--- src/hw/pht_map.vh ---
// register map, field positions, reset values and timing counts
`ifndef PHT_MAP_VH
`define PHT_MAP_VH
`define PHT_OFS_CFG 8'h00
`define PHT_OFS_ALU 8'h04
`define PHT_OFS_CHAN 8'h08
`define PHT_OFS_STAT 8'h0C
`define PHT_OFS_SP 8'h10
`define PHT_OFS_REC 8'h14
`define PHT_CFG_BORDER 0
`define PHT_CFG_FREEZE 1
`define PHT_ALU_CARRY 0
`define PHT_ALU_BP_LO 1
`define PHT_ALU_BP_HI 2
`define PHT_ALU_FSA_LO 3
`define PHT_ALU_FSA_HI 7
`define PHT_CFG_RST 2'h0
`define PHT_ALU_RST 8'h00
`define PHT_CHAN_RST 8'h00
`define PHT_SP_RST 32'h00000000
`define PHT_FZ_SETTLE 2'h2
`define PHT_OP_INT 4'h0
`define PHT_OP_FADD 4'h1
`define PHT_OP_FMUL 4'h2
`define PHT_OP_FDIV 4'h3
`define PHT_OP_LOAD 4'h4
`define PHT_OP_STORE 4'h5
`define PHT_OP_BRANCH 4'h6
`define PHT_OP_SETSP 4'h7
`define PHT_OP_SETIP 4'h8
`define PHT_OP_MTSR_PS 4'h9
`define PHT_OP_LOAD_MULTIPLE_INSTR 4'hA
`define PHT_OP_STORE_MULTIPLE_INSTR 4'hB
`define PHT_GR_SP 8'h01
`endif

--- src/hw/pht_core.v ---
// pipeline hazard and delayed-register control with apb registers
//
// Function
// RULE_01 - three fp units run beside integer work
// RULE_02 - independent instructions issue past pending fp
// RULE_03 - stall instruction needing unfinished fp result
// RULE_04 - stack pointer read sees write immediately
// RULE_05 - local register number offset by stack pointer
// RULE_06 - software leaves gap after stack pointer write
// RULE_07 - indirect access ignores stack pointer gap
// RULE_08 - software leaves gap after pointer write
// RULE_09 - trap makes new pointer values visible; code does so for the stack pointer only
// RULE_10 - software leaves gap after page-size write
// RULE_11 - branches, loads, stores translate addresses
// RULE_12 - freeze clear takes two cycles to settle
// RULE_13 - software waits two cycles before interrupts
// RULE_14 - zero-extended immediate fills upper zeros
// RULE_15 - one-extended immediate fills upper ones
// RULE_16 - carry widened with upper 31 zeros
// RULE_17 - byte pointer follows byte order setting
// RULE_18 - multiple transfer uses count captured at start
//
// Added by the designer: the APB register port and the register offsets.
`timescale 1ns/1ns
`include "pht_map.vh"
module pht_core #(
  parameter ADD_LAT = 3,
  parameter MUL_LAT = 3,
  parameter DIV_LAT = 11
) (
  input wire pclk,
  input wire presetn,
  input wire psel,
  input wire penable,
  input wire pwrite,
  input wire [7:0] paddr,
  input wire [31:0] pwdata,
  output reg [31:0] prdata,
  output wire pready,
  output reg pslverr,
  input wire iss_valid,
  output wire iss_ready,
  input wire [3:0] iss_op,
  input wire [7:0] iss_ra,
  input wire [7:0] iss_rb,
  input wire [7:0] iss_rc,
  input wire [15:0] iss_imm,
  input wire iss_imm_one,
  input wire trap_take,
  output reg out_valid_r,
  output reg [3:0] out_op_r,
  output reg [7:0] out_abs_a_r,
  output reg [7:0] out_abs_b_r,
  output reg [7:0] out_abs_c_r,
  output reg [31:0] out_imm_r,
  output reg [31:0] out_carry_r,
  output reg [3:0] out_byte_lane_r,
  output reg [1:0] out_half_lane_r,
  output reg [31:0] out_gr1_r,
  output reg out_xlat_r,
  output reg [1:0] out_ps_r,
  output reg [7:0] out_count_r,
  output reg [2:0] fp_done_r,
  output wire [2:0] fp_busy,
  output wire intr_ok
);
  reg [1:0] cfg_r;
  reg [7:0] alu_r;
  reg [7:0] chan_r;
  reg [31:0] sp_r;
  reg [31:0] sp_map_r;
  reg [7:0] ipa_r;
  reg [7:0] ipb_r;
  reg [7:0] ipc_r;
  reg [7:0] ipa_map_r;
  reg [7:0] ipb_map_r;
  reg [7:0] ipc_map_r;
  reg [1:0] ps_r;
  reg [1:0] ps_xlat_r;
  reg frz_prev_r;
  reg [1:0] settle_r;
  reg [15:0] rec_r;
  reg stall_seen_r;
  wire fire;
  wire hazard;
  wire structural;
  wire frz_eff;
  wire [7:0] abs_a;
  wire [7:0] abs_b;
  wire [7:0] abs_c;
  wire [31:0] imm_word;
  wire [31:0] carry_word;
  wire [3:0] byte_lane;
  wire [1:0] half_lane;
  wire [7:0] pend_add;
  wire [7:0] pend_mul;
  wire [7:0] pend_div;
  wire [2:0] fp_done;
  wire wr_en;
  wire rd_en;
  wire is_fp;
  wire is_xlat;
  wire is_multi;

  // register number 0 means "through the pointer", local when bit 7 set
  function [7:0] abs_reg;
    input [7:0] r;
    input [31:0] sp;
    input [7:0] ip;
    begin
      if (r == 8'h00) begin
        abs_reg = ip; // see RULE_07
      end else if (r[7]) begin
        abs_reg = {1'b1, r[6:0] + sp[8:2]}; // see RULE_05
      end else begin
        abs_reg = r;
      end
    end
  endfunction

  // local mapping reads the delayed copy; software keeps the gap
  assign abs_a = abs_reg(iss_ra, sp_map_r, ipa_map_r); // see RULE_06
  assign abs_b = abs_reg(iss_rb, sp_map_r, ipb_map_r);
  assign abs_c = abs_reg(iss_rc, sp_map_r, ipc_map_r); // see RULE_08

  pht_opnd u_opnd (
    .imm(iss_imm),
    .imm_one(iss_imm_one),
    .carry(alu_r[`PHT_ALU_CARRY]),
    .bp(alu_r[`PHT_ALU_BP_HI:`PHT_ALU_BP_LO]),
    .big_endian(cfg_r[`PHT_CFG_BORDER]),
    .imm_word(imm_word),
    .carry_word(carry_word),
    .byte_lane(byte_lane),
    .half_lane(half_lane)
  );

  // the three units are independent; none waits on another
  pht_fp_pipe #(.LAT(ADD_LAT)) u_fadd (
    .pclk(pclk),
    .presetn(presetn),
    .start(fire && iss_op == `PHT_OP_FADD), // see RULE_01
    .dest(abs_c),
    .busy(fp_busy[0]),
    .pend_dest_r(pend_add),
    .done_r(fp_done[0])
  );
  pht_fp_pipe #(.LAT(MUL_LAT)) u_fmul (
    .pclk(pclk),
    .presetn(presetn),
    .start(fire && iss_op == `PHT_OP_FMUL), // see RULE_01
    .dest(abs_c),
    .busy(fp_busy[1]),
    .pend_dest_r(pend_mul),
    .done_r(fp_done[1])
  );
  pht_fp_pipe #(.LAT(DIV_LAT)) u_fdiv (
    .pclk(pclk),
    .presetn(presetn),
    .start(fire && iss_op == `PHT_OP_FDIV), // see RULE_01
    .dest(abs_c),
    .busy(fp_busy[2]),
    .pend_dest_r(pend_div),
    .done_r(fp_done[2])
  );

  // does the instruction touch a register an fp unit still owes?
  function dep;
    input bsy;
    input [7:0] pd;
    input [7:0] a;
    input [7:0] b;
    input [7:0] c;
    begin
      dep = bsy && (pd == a || pd == b || pd == c);
    end
  endfunction

  assign hazard = dep(fp_busy[0], pend_add, abs_a, abs_b, abs_c) ||
                  dep(fp_busy[1], pend_mul, abs_a, abs_b, abs_c) ||
                  dep(fp_busy[2], pend_div, abs_a, abs_b, abs_c); // see RULE_03
  // a unit takes one operation at a time, so a second one waits
  assign structural = (iss_op == `PHT_OP_FADD && fp_busy[0]) ||
                      (iss_op == `PHT_OP_FMUL && fp_busy[1]) ||
                      (iss_op == `PHT_OP_FDIV && fp_busy[2]);
  // dependents and ops for a busy unit wait; everything else flows past the fp units
  assign iss_ready = !hazard && !structural; // see RULE_02
  assign fire = iss_valid && iss_ready;

  assign is_fp = (iss_op == `PHT_OP_FADD) || (iss_op == `PHT_OP_FMUL) ||
                 (iss_op == `PHT_OP_FDIV);
  assign is_xlat = (iss_op == `PHT_OP_LOAD) || (iss_op == `PHT_OP_STORE) ||
                   (iss_op == `PHT_OP_BRANCH) ||
                   (iss_op == `PHT_OP_LOAD_MULTIPLE_INSTR) ||
                   (iss_op == `PHT_OP_STORE_MULTIPLE_INSTR); // see RULE_11
  assign is_multi = (iss_op == `PHT_OP_LOAD_MULTIPLE_INSTR) ||
                    (iss_op == `PHT_OP_STORE_MULTIPLE_INSTR);

  // stack pointer, indirect pointers and page size
  always @(posedge pclk or negedge presetn) begin
    if (!presetn) begin
      sp_r <= `PHT_SP_RST;
      sp_map_r <= `PHT_SP_RST;
      ipa_r <= 8'h00;
      ipb_r <= 8'h00;
      ipc_r <= 8'h00;
      ipa_map_r <= 8'h00;
      ipb_map_r <= 8'h00;
      ipc_map_r <= 8'h00;
      ps_r <= 2'h0;
      ps_xlat_r <= 2'h0;
    end else begin
      if (fire && iss_op == `PHT_OP_SETSP) begin
        sp_r <= imm_word;
      end
      if (fire && iss_op == `PHT_OP_SETIP) begin
        if (iss_rc[1:0] == 2'h1) begin
          ipa_r <= imm_word[7:0];
        end else if (iss_rc[1:0] == 2'h2) begin
          ipb_r <= imm_word[7:0];
        end else if (iss_rc[1:0] == 2'h3) begin
          ipc_r <= imm_word[7:0];
        end
      end
      if (fire && iss_op == `PHT_OP_MTSR_PS) begin
        ps_r <= imm_word[1:0];
      end
      // copies trail by one cycle; a trap hands the stack pointer over live
      if (trap_take) begin
        sp_map_r <= (fire && iss_op == `PHT_OP_SETSP) ? imm_word
                                                      : sp_r; // see RULE_09
        ipa_map_r <= ipa_r;
        ipb_map_r <= ipb_r;
        ipc_map_r <= ipc_r;
        ps_xlat_r <= ps_r;
      end else begin
        sp_map_r <= sp_r;
        ipa_map_r <= ipa_r;
        ipb_map_r <= ipb_r;
        ipc_map_r <= ipc_r;
        ps_xlat_r <= ps_r; // see RULE_10
      end
    end
  end

  // freeze settling: governed state resumes two cycles after clear
  // the delayed copy covers the cycle before the settle count loads
  assign frz_eff = cfg_r[`PHT_CFG_FREEZE] || frz_prev_r ||
                   (settle_r != 2'h0);
  assign intr_ok = !frz_eff; // see RULE_13
  always @(posedge pclk or negedge presetn) begin
    if (!presetn) begin
      frz_prev_r <= 1'b0;
      settle_r <= 2'h0;
      rec_r <= 16'h0000;
    end else begin
      frz_prev_r <= cfg_r[`PHT_CFG_FREEZE];
      if (frz_prev_r && !cfg_r[`PHT_CFG_FREEZE]) begin
        settle_r <= `PHT_FZ_SETTLE - 2'h1; // see RULE_12
      end else if (settle_r != 2'h0) begin
        settle_r <= settle_r - 2'h1;
      end
      if (fire && is_xlat && !frz_eff) begin
        rec_r <= {abs_c, iss_op, 2'h0, ps_xlat_r}; // see RULE_12
      end
    end
  end

  // issued instruction record
  always @(posedge pclk or negedge presetn) begin
    if (!presetn) begin
      out_valid_r <= 1'b0;
      out_op_r <= `PHT_OP_INT;
      out_abs_a_r <= 8'h00;
      out_abs_b_r <= 8'h00;
      out_abs_c_r <= 8'h00;
      out_imm_r <= 32'h00000000;
      out_carry_r <= 32'h00000000;
      out_byte_lane_r <= 4'h0;
      out_half_lane_r <= 2'h0;
      out_gr1_r <= `PHT_SP_RST;
      out_xlat_r <= 1'b0;
      out_ps_r <= 2'h0;
      out_count_r <= 8'h00;
      fp_done_r <= 3'h0;
      stall_seen_r <= 1'b0;
    end else begin
      out_valid_r <= fire;
      fp_done_r <= fp_done;
      if (iss_valid && !iss_ready) begin
        stall_seen_r <= 1'b1;
      end else if (wr_en && paddr == `PHT_OFS_STAT) begin
        stall_seen_r <= 1'b0;
      end
      out_xlat_r <= fire && is_xlat;
      if (fire) begin
        out_op_r <= iss_op;
        out_abs_a_r <= abs_a;
        out_abs_b_r <= abs_b;
        out_abs_c_r <= abs_c;
        out_imm_r <= imm_word; // see RULE_14 RULE_15
        out_carry_r <= carry_word; // see RULE_16
        out_byte_lane_r <= byte_lane; // see RULE_17
        out_half_lane_r <= half_lane;
        out_ps_r <= ps_xlat_r; // see RULE_11
        // gr1 read right after a write gets the new value
        if (iss_op == `PHT_OP_SETSP) begin
          out_gr1_r <= imm_word;
        end else begin
          out_gr1_r <= sp_r; // see RULE_04
        end
        if (is_multi) begin
          out_count_r <= chan_r; // see RULE_18
        end
      end
    end
  end

  // apb slave, zero wait states
  assign pready = 1'b1;
  assign wr_en = psel && penable && pwrite;
  assign rd_en = psel && !pwrite;
  always @(posedge pclk or negedge presetn) begin
    if (!presetn) begin
      cfg_r <= `PHT_CFG_RST;
      alu_r <= `PHT_ALU_RST;
      chan_r <= `PHT_CHAN_RST;
    end else if (wr_en) begin
      if (paddr == `PHT_OFS_CFG) begin
        cfg_r <= pwdata[1:0];
      end else if (paddr == `PHT_OFS_ALU) begin
        alu_r <= pwdata[7:0];
      end else if (paddr == `PHT_OFS_CHAN) begin
        chan_r <= pwdata[7:0];
      end
    end
  end

  always @* begin
    pslverr = 1'b0;
    prdata = 32'h00000000;
    if (psel && penable) begin
      if (paddr == `PHT_OFS_CFG) begin
        prdata = {30'h00000000, cfg_r};
      end else if (paddr == `PHT_OFS_ALU) begin
        prdata = {24'h000000, alu_r};
      end else if (paddr == `PHT_OFS_CHAN) begin
        prdata = {24'h000000, chan_r};
      end else if (paddr == `PHT_OFS_STAT) begin
        prdata = {23'h000000, ps_xlat_r, ps_r, frz_eff, stall_seen_r,
                  fp_busy};
      end else if (paddr == `PHT_OFS_SP) begin
        if (rd_en) begin
          prdata = sp_r;
        end else begin
          pslverr = 1'b1;
        end
      end else if (paddr == `PHT_OFS_REC) begin
        prdata = {16'h0000, rec_r};
      end else begin
        pslverr = 1'b1;
      end
    end
  end
endmodule // pht_core

--- src/hw/pht_fp_pipe.v ---
// one floating-point unit: fixed latency, one operation in flight
`timescale 1ns/1ns
module pht_fp_pipe #(
  parameter LAT = 3
) (
  input wire pclk,
  input wire presetn,
  input wire start,
  input wire [7:0] dest,
  output wire busy,
  output reg [7:0] pend_dest_r,
  output reg done_r
);
  reg [7:0] cnt_r;
  assign busy = (cnt_r != 8'h00);
  always @(posedge pclk or negedge presetn) begin
    if (!presetn) begin
      cnt_r <= 8'h00;
      pend_dest_r <= 8'h00;
      done_r <= 1'b0;
    end else begin
      done_r <= (cnt_r == 8'h01);
      if (start && !busy) begin
        cnt_r <= LAT[7:0];
        pend_dest_r <= dest;
      end else if (busy) begin
        cnt_r <= cnt_r - 8'h01;
      end
    end
  end
endmodule // pht_fp_pipe

--- src/hw/pht_opnd.v ---
// operand former: immediate, carry and byte-pointer widening
`timescale 1ns/1ns
module pht_opnd (
  input wire [15:0] imm,
  input wire imm_one,
  input wire carry,
  input wire [1:0] bp,
  input wire big_endian,
  output wire [31:0] imm_word,
  output wire [31:0] carry_word,
  output wire [3:0] byte_lane,
  output wire [1:0] half_lane
);
  // upper half all ones or all zeros, never sign extension
  assign imm_word = imm_one ? {16'hFFFF, imm} : {16'h0000, imm}; // see RULE_14 RULE_15
  assign carry_word = {31'h00000000, carry}; // see RULE_16
  // byte 0 is the most significant lane when big-endian
  wire [1:0] lane = big_endian ? ~bp : bp; // see RULE_17
  assign byte_lane = 4'h1 << lane;
  assign half_lane = big_endian ? {~bp[1], bp[1]} : {bp[1], ~bp[1]};
endmodule // pht_opnd
--- config.mk ---
export PLATFORM = sky130hd
export DESIGN_NAME = pht_core
export DESIGN_NICKNAME = d
export VERILOG_FILES = /design/src/hw/pht_core.v /design/src/hw/pht_fp_pipe.v /design/src/hw/pht_opnd.v
export VERILOG_INCLUDE_DIRS = /design/src /design/src/hw
export SDC_FILE = /design/constraint.sdc
export NUM_CORES = 1
export LEC_CHECK = 0
export BUFFER_PORTS_ARGS = -buffer_cell sky130_fd_sc_hd__buf_2
export CAP_MARGIN = 20
export CORE_ASPECT_RATIO = 1.5
export CORE_UTILIZATION = 45
export CTS_CLUSTER_SIZE = 8
export DETAILED_ROUTE_END_ITERATION = 8
export GPL_TIMING_DRIVEN = 0
export PLACE_DENSITY = 0.68
export SLEW_MARGIN = 15
export SYNTH_ARGS = -nofsm -noshare
export SYNTH_HDL_FRONTEND = slang
export SYNTH_SLANG_ARGS = --single-unit
--- constraint.sdc ---
create_clock -name pclk -period 7 [get_ports pclk]
set_input_delay 0.35 -clock pclk [delete_from_list [all_inputs] [get_ports pclk]]
set_output_delay 0.35 -clock pclk [all_outputs]
set_load 0.02 [all_outputs]
==> results of run 1 <==
[power breakdown]
part / switching (mW) / internal (mW) / total [mW]
sequential: 0.378 / 1.82 / 2.20
combinational: 1.51 / 1.07 / 2.58
clock: 0.596 / 0.929 / 1.52
total: 2.49 / 3.82 / 6.31
[worst paths after layout]
check	slack, ns	cells past startpoint	start	to
hold / removal	0.1	2	pwdata[2]	alu_r[2]$_DFFE_PN0P_
hold reg to reg	0.36	0	u_fadd.done_r$_DFF_PN0_	fp_done_r[0]$_DFF_PN0_
max in group asynchronous	5.30	4	presetn	out_gr1_r[5]$_DFFE_PN0N_
setup / recovery	1.44	11	u_fadd.cnt_r[1]$_DFFE_PN0P_	iss_ready
min in group asynchronous	0.39	2	presetn	fp_done_r[2]$_DFF_PN0_
setup reg to reg	1.65	12	u_fadd.cnt_r[1]$_DFFE_PN0P_	sp_r[15]$_DFFE_PN0N_
[stage by stage]
stage            util  instances  instance area, um^2  hold WS (ns)
3_5_place_dp   0.5142       1994                15910        0.3307
3_3_place_gp   0.5117       1991                15830        0.3341
5_1_grt        0.5451       2035                16860       0.09237
6_report       0.5451       2035                16860       0.09961
2_1_floorplan       -       1372                14250       0.05441
4_1_cts        0.5451       2035                16860       0.08413
[Yosys cell counts (6+ instances only)]
master,number
mux2_4,9
nand2b_1,9
nor4_1,10
or3b_2,6
a31oi_1,17
mux2i_1,32
nand3_1,31
buf_4,82
nor2_1,54
inv_1,41
xnor2_1,47
nor3_1,32
a21oi_1,46
nor4b_1,14
nor2b_1,12
mux2_2,136
buf_2,15
a221oi_1,8
clkbuf_1,45
o21ai_0,63
or3_1,11
and2_1,10
and3_1,16
dfrtp_1,247
or4_1,6
a22oi_1,21
xor2_1,20
a2111oi_0,7
nand2_1,91
a21o_1,14
nand4_1,13
nand3b_1,15
nor3b_1,9
a211oi_1,11
ha_1,29
a222oi_1,7
[sequential cells by signal, summed over array words and instances, names as in the netlist, 14 cells and up, named ones only]
register / count
out_gr1_r: 17
sp_r: 15
rec_r: 14
out_imm_r: 17
[layer usage]
layer | up-vias | share of wire
li1 | 5317 | -
met1 | 5752 | 0.37
met2 | 480 | 0.51
met3 | 165 | 0.048
met5 | - | 0
met4 | 0 | 0.072
[placed cells by master, fill, tap and decap left out, drive strengths merged, types with 14 or more instances in the layout]
cell type  synthesis  routed
inv               43      45
buf              104     321
nand3             32      32
nor3              34      34
clkbuf            45      83
a31oi             17      17
mux2i             32      32
nor2              55      55
mux2             145     145
nand2             93      93
o21ai             64      64
dfrtp            247     247
ha                29      29
and3              16      16
nand4             14      14
xor2              20      20
nand3b            15      15
a21oi             46      46
a21o              14      14
xnor2             47      47
a22oi             21      21
conb               2      32
nor4b             16      16
[cell families after synthesis]
| kind of cell | after synthesis | synth area share |
|---|---|---|
| simple gates | 361 | 0.1426 |
| other cells | 2 | 0.0005311 |
| flops | 247 | 0.4371 |
| fa+ha+maj | 32 | 0.02991 |
| compound gates | 261 | 0.1264 |
| mux | 177 | 0.1405 |
| buf+inv | 192 | 0.07662 |
| xor+xnor | 70 | 0.04627 |
[worst register-to-register path: stages (launching register included)]
cell and delay, ns:
dfrtp_1 0.35, inv_1 0.11, ha_1 0.19, nor3b_1 0.34, and2_1 0.41, inv_1 0.29
a221oi_1 0.95, nor4b_1 0.28, a31oi_1 0.26, nand4_1 0.35, nor4_4 0.88, buf_2 0.42
mux2_2 0.38
[final cells by class]
cell class,instances,area share
buffer,149,0.05438
clock buffer,38,0.05512
clock inverter,2,0.001039
inverter,43,0.009867
multi-input combinational,933,0.4148
sequential,247,0.3665
tap,405,0.03005
timing repair buffer,218,0.06825
==> results.tsv, run 1 <==
metric	value	unit
max_stage_delay	0.95	ns
cts_max_level	2	
layout.area.seq	6181	um^2
powerDensity	373.9	nW/um^2
hold_viol_final	0	
yosysSeqAreaShare	0.4371	
arrival	5.21	ns
hold_buffers	1	
slew_headroom	0.2785	
cts-resized-gates	0	
grt_use_met1	0.2965	
clk_path_buf_depth	3	
synth_top_area_share	0.4371	
syn_area_per_cell	10.54	um^2
rsz0062_at_grt	false	
synth-edff-count	0	
cts_setup_buffers	0	
yosysTopAreaCell	dfrtp_1	
tritoncts	built	
place_hpwl	33.94	mm
power_leakage	8.081	nW
post-place-ws	1.706	ns
path_buf_inv	3	
async_reset_ff_frac	1.000	
ys_ff_latch	247	
drt_iter0_drc	731	
area_delta_synth_final	19.26	%
clkSinkCount	247	
drc	0	
cp_slowest_cell	a221oi_1	
status	completed	
grt_max_degree	94	
setup_tns	0	ns
rows	79	
antenna_found_initial	0	
gr-usage-met2	0.5030	
ant_nets	0	
tightest_slew	1.073	ns
nNetsFinal	1752	
ys.flop_type	dfrtp_1	
ys_top_cells_by_area	dfrtp_1 (44%), mux2_2 (11%), buf_4 (4.4%)	
power.total	6.306	mW
start_kind	register	
grt_pass1_wl	67.82	mm
core_area	30940	um^2
routabilityCongestion	0.9344	
cts.clk_slew.worst_paths	0.05	ns
multiInputGateArea	6995	um^2
cap_violations	0	
die_x	146.7	um
finalCritPeriodShare	0.7949	
n_fill_cell	2817	
ioPinCount	276	
synth_cell_types	89	
synth_area	14140	um^2
drt-pass1-iter-count	5	
drv_slew	0	
grt_usage	0.2785	
crit_chain	inv_1, ha_1, nor3b_1, and2_1, inv_1, a221oi_1, nor4b_1, a31oi_1, nand4_1, nor4b_1, buf_2	
required	6.65	ns
clockRootBuffer	clkbuf_16	
critPathTopFamily	simple AND/OR/NAND/NOR gates	
critical_path_class	reg -> out	
route.vias.total	11710	
vias_per_cell	5.756	
wl_per_cell	21.90	um
grt_pass1_vias	11790	
insertion_delay	0.52	ns
worstSetupEndpointType	output port	
use_met3	0.03597	
worstPathMaxFanout	6	
holdCritPathClass	in -> reg	
diodes	0	
busiest_layer	met2	
fin_crit	5.564	ns
die-area	32150	um^2
setup_viol	0	
overflow	0	
fin_ws	1.436	ns
wl	44.57	mm
synth_cells	1342	
start_util	0.4571	
final_layout_size_suffix_gt1_frac	0.3252	
ir_drop	0.0002439	V
fmax	0.1797	GHz
place.port_buffers	214	
finClkSkew	0.02269	ns
yosysWarningCount	0	
cts_buffers	36	
die_h	219.1	um
Note: power is estimated with default switching activity, not from simulation.
==> run 2, diff against run 1 <==
--- a/config.mk
+++ b/config.mk
@@ -6,6 +6,7 @@
 export SDC_FILE = /design/constraint.sdc
 export NUM_CORES = 1
 export LEC_CHECK = 0
+export ABC_AREA = 1
 export BUFFER_PORTS_ARGS = -buffer_cell sky130_fd_sc_hd__buf_2
 export CAP_MARGIN = 20
 export CORE_ASPECT_RATIO = 1.5
@@ -13,7 +14,7 @@
 export CTS_CLUSTER_SIZE = 8
 export DETAILED_ROUTE_END_ITERATION = 8
 export GPL_TIMING_DRIVEN = 0
-export PLACE_DENSITY = 0.68
+export PLACE_DENSITY = 0.71
 export SLEW_MARGIN = 15
 export SYNTH_ARGS = -nofsm -noshare
 export SYNTH_HDL_FRONTEND = slang
==> constraint.sdc (replaced) <==
create_clock -name pclk -period 5.07 [get_ports pclk]
set_input_delay 0.2535 -clock pclk [delete_from_list [all_inputs] [get_ports pclk]]
set_output_delay 0.2535 -clock pclk [all_outputs]
set_load 0.02 [all_outputs]
==> run 2 against run 1 <==
Utilization grew 1.3 points. Hold slack lost 0.086 ns. Clock skew shrank 0.0041 ns.
==> results.tsv, run 2 <==
metric	value	unit	change
status	completed		unchanged
n_fill_cell	2732		was 2,817
hold_viol_final	0		unchanged
cts_buffers	36		unchanged
final_layout_size_suffix_gt1_frac	0.2010		was 0.3252
vias_per_cell	5.179		was 5.756
power.total	7.831	mW	was 6.306 mW
nNetsFinal	2129		was 1,752
diodes	0		unchanged
drv_slew	0		unchanged
top_regs	out_gr1_r (17), out_imm_r (17), sp_r (15)		unchanged
powerDensity	485.4	nW/um^2	was 373.9 nW/um^2
reg2reg_slack	0.69	ns	was 1.65 ns
mostFrequentLayoutCells	nand2_1 (592), dfrtp_1 (247), buf_2 (233)		was dfrtp_1 (247), buf_2 (229), mux2_2 (136)
rows	76		was 79
rsz0062_at_grt	false		unchanged
fin_crit	4.480	ns	
drt_iter0_drc	764		was 731
ir_drop	0.0002942	V	was 0.0002439 V
drt-pass1-iter-count	5		unchanged
antenna_found_initial	2		was 0
syn_area_per_cell	7.812	um^2	was 10.54 um^2
worstPathMaxFanout	10		was 6
reg2regPathDepth	19		was 12
synth_cell_types	49		was 89
place_hpwl	33.02	mm	was 33.94 mm
tightest_slew	1.046	ns	was 1.073 ns
area_delta_synth_final	20.92	%	was 19.26%
use_met3	0.04216		was 0.03597
synthMostInstantiatedCell	nand2_1		was dfrtp_1
synth_area	13340	um^2	was 14,140 um^2
cap_violations	0		unchanged
fin_cells	2395		was 2,035
mostFrequentLayoutCell	nand2_1		was dfrtp_1
post-place-ws	0.8007	ns	was 1.706 ns
synth_cells	1708		was 1,342
yosysTopAreaCell	dfrtp_1		unchanged
ioPinCount	276		unchanged
clk_path_buf_depth	3		unchanged
synth.top_cells.by_count	nand2_1 (592), dfrtp_1 (247), inv_1 (148)		was dfrtp_1 (247), mux2_2 (136), nand2_1 (91)
grt_use_met1	0.3135		was 0.2965
die_x	142.6	um	was 146.7 um
drc	0		unchanged
slew_headroom	0.2970		was 0.2785
place.port_buffers	215		was 214
die-area	30360	um^2	was 32,150 um^2
ys_top_cells_by_area	dfrtp_1 (46%), nand2_1 (17%), nand3_1 (4.9%)		was dfrtp_1 (44%), mux2_2 (11%), buf_4 (4.4%)
gr-usage-met2	0.5331		was 0.5030
routabilityCongestion	1.010		was 0.9344
core_area	28910	um^2	was 30,940 um^2
start_util	0.4616		was 0.4571
yosysWarningCount	0		unchanged
insertion_delay	0.51	ns	was 0.52 ns
ys_ff_latch	247		unchanged
r2r-end	out_gr1_r[5]$_DFFE_PN0N_		was sp_r[15]$_DFFE_PN0N_
fmax	0.2232	GHz	
overflow	0		unchanged
place_inst	2345		was 1,994
crit_start	sp_map_r[2]$_DFF_PN0_		was u_fadd.cnt_r[1]$_DFFE_PN0P_
cts.clk_slew.worst_paths	0.05	ns	about the same
critical_path_class	reg -> out		unchanged
wl_per_cell	17.72	um	was 21.90 um
worstSetupEndpointType	output port		unchanged
setup_tns	0	ns	unchanged
setup_viol	0		unchanged
worstReg2RegStart	sp_map_r[2]$_DFF_PN0_		was u_fadd.cnt_r[1]$_DFFE_PN0P_
synth-edff-count	0		unchanged
grt_usage	0.2883		was 0.2785
tritoncts	built		unchanged
required	4.82	ns	was 6.65 ns
finClkSkew	0.01861	ns	was 0.02269 ns
ant_nets	0		unchanged
grt_max_degree	104		was 94
die_h	212.9	um	was 219.1 um
crit_end	iss_ready		unchanged
route.vias.total	12400		was 11,710
clkSinkCount	247		unchanged
holdCritPathClass	in -> reg		unchanged
fin_ws	0.5904	ns	was 1.436 ns
arrival	4.23	ns	was 5.21 ns
wl	42.43	mm	was 44.57 mm
start_kind	register		unchanged
power_leakage	8.825	nW	was 8.081 nW
busiest_layer	met2		unchanged
synth_top_area_share	0.4632		was 0.4371
cts_max_level	2		unchanged
finalCritPeriodShare	0.8836		
clockRootBuffer	clkbuf_16		unchanged
async_reset_ff_frac	1.000		unchanged
ys.flop_type	dfrtp_1		unchanged
grt_pass1_vias	11990		was 11,790
grt_pass1_wl	65.53	mm	was 67.82 mm
yosysSeqAreaShare	0.4632		was 0.4371
run 2: cell count changes after synthesis, moves of 40 or more:
cell	change
nor2_1	+40
inv_1	+107
nand3_1	+99
nand2_1	+501
nand4_1	+42
mux2_2	-136
run 2: cells by family after synthesis:
family / Yosys count / share of synthesized area
and+or+nand+nor: 940 / 0.3054
buffers and inverters: 281 / 0.1057
DFF: 247 / 0.4632
AOI/OAI and AO/OA: 172 / 0.07089
adders and majority gates: 32 / 0.03170
xor gates and xnor gates: 32 / 0.02101
other: 2 / 0.0005629
muxes: 2 / 0.001500
run 2: repair_timing:
item | in CTS | in global routing
gates resized for setup | 0 | 0
setup buffers | 0 | 0
endpoints found under the hold margin | 54 | 0
hold buffers | 11 | 0
run 2: where the power goes:
part / total, mW / leakage, nW / internal (mW) / switching, mW
clock network: 2.08 / 0.457 / 1.27 / 0.802
registers: 3.02 / 3.18 / 2.50 / 0.513
logic: 2.74 / 5.19 / 0.975 / 1.76
total: 7.83 / 8.83 / 4.75 / 3.08
run 2: worst min path at each step:
stage / slack, ns / depth (start not counted) / startpoint / end
after floorplan: -0.04 / 0 / presetn / async pin
after global placement: 0.34 / 0 / u_fmul.done_r$_DFF_PN0_ / fp_done_r[1]$_DFF_PN0_
after detailed placement: 0.18 / 1 / presetn / out_imm_r[6]$_DFFE_PN0N_
after CTS: 0.005 / 3 / pwdata[6] / alu_r[6]$_DFFE_PN0P_
after global routing: 0.04 / 3 / pwdata[6] / alu_r[6]$_DFFE_PN0P_
final: 0.01 / 3 / pwdata[6] / alu_r[6]$_DFFE_PN0P_
run 2: routing by layer:
layer	wire, um	up-vias
met5	13	-
met4	2302	2
met3	2124	120
met2	22450	419
met1	15540	5889
li1	-	5974
run 2: stage by stage:
| stage | hold WS (ns) | instance area, um^2 | utilization |
|---|---|---|---|
| detailed placement | 0.1762 | 15090 | 0.5220 |
| floorplan | -0.04209 | 13460 | - |
| finish | 0.01359 | 16130 | 0.5581 |
| global placement | 0.3367 | 15020 | 0.5196 |
| global route | 0.04322 | 16130 | 0.5581 |
| CTS | 0.005364 | 16130 | 0.5580 |
run 2: layout make-up:
| cell class | count | area, um^2 | area share |
|---|---|---|---|
| Sequential cell | 247 | 6181 | 0.3831 |
| Multi-Input combinational cell | 1210 | 5869 | 0.3638 |
| Timing Repair Buffer | 229 | 1256 | 0.07786 |
| Clock buffer | 38 | 929.6 | 0.05762 |
| Buffer | 123 | 814.5 | 0.05048 |
| Inverter | 158 | 595.6 | 0.03691 |
| Tap cell | 390 | 488.0 | 0.03024 |
run 2: worst max-delay path: stages (launching register included):
cell and delay (ns):
dfrtp_1 0.53, ha_1 0.26, fa_1 0.42, mux2i_1 0.46
nand2_1 0.32, nand2_1 0.12, nand2_1 0.06, a21oi_1 0.25
nand3_1 0.12, nor2_1 0.26, nand3_1 0.11, nand3_1 0.13
nand2_1 0.08, nand2_2 0.14, nor2_8 0.08, buf_4 0.19
buf_2 0.18
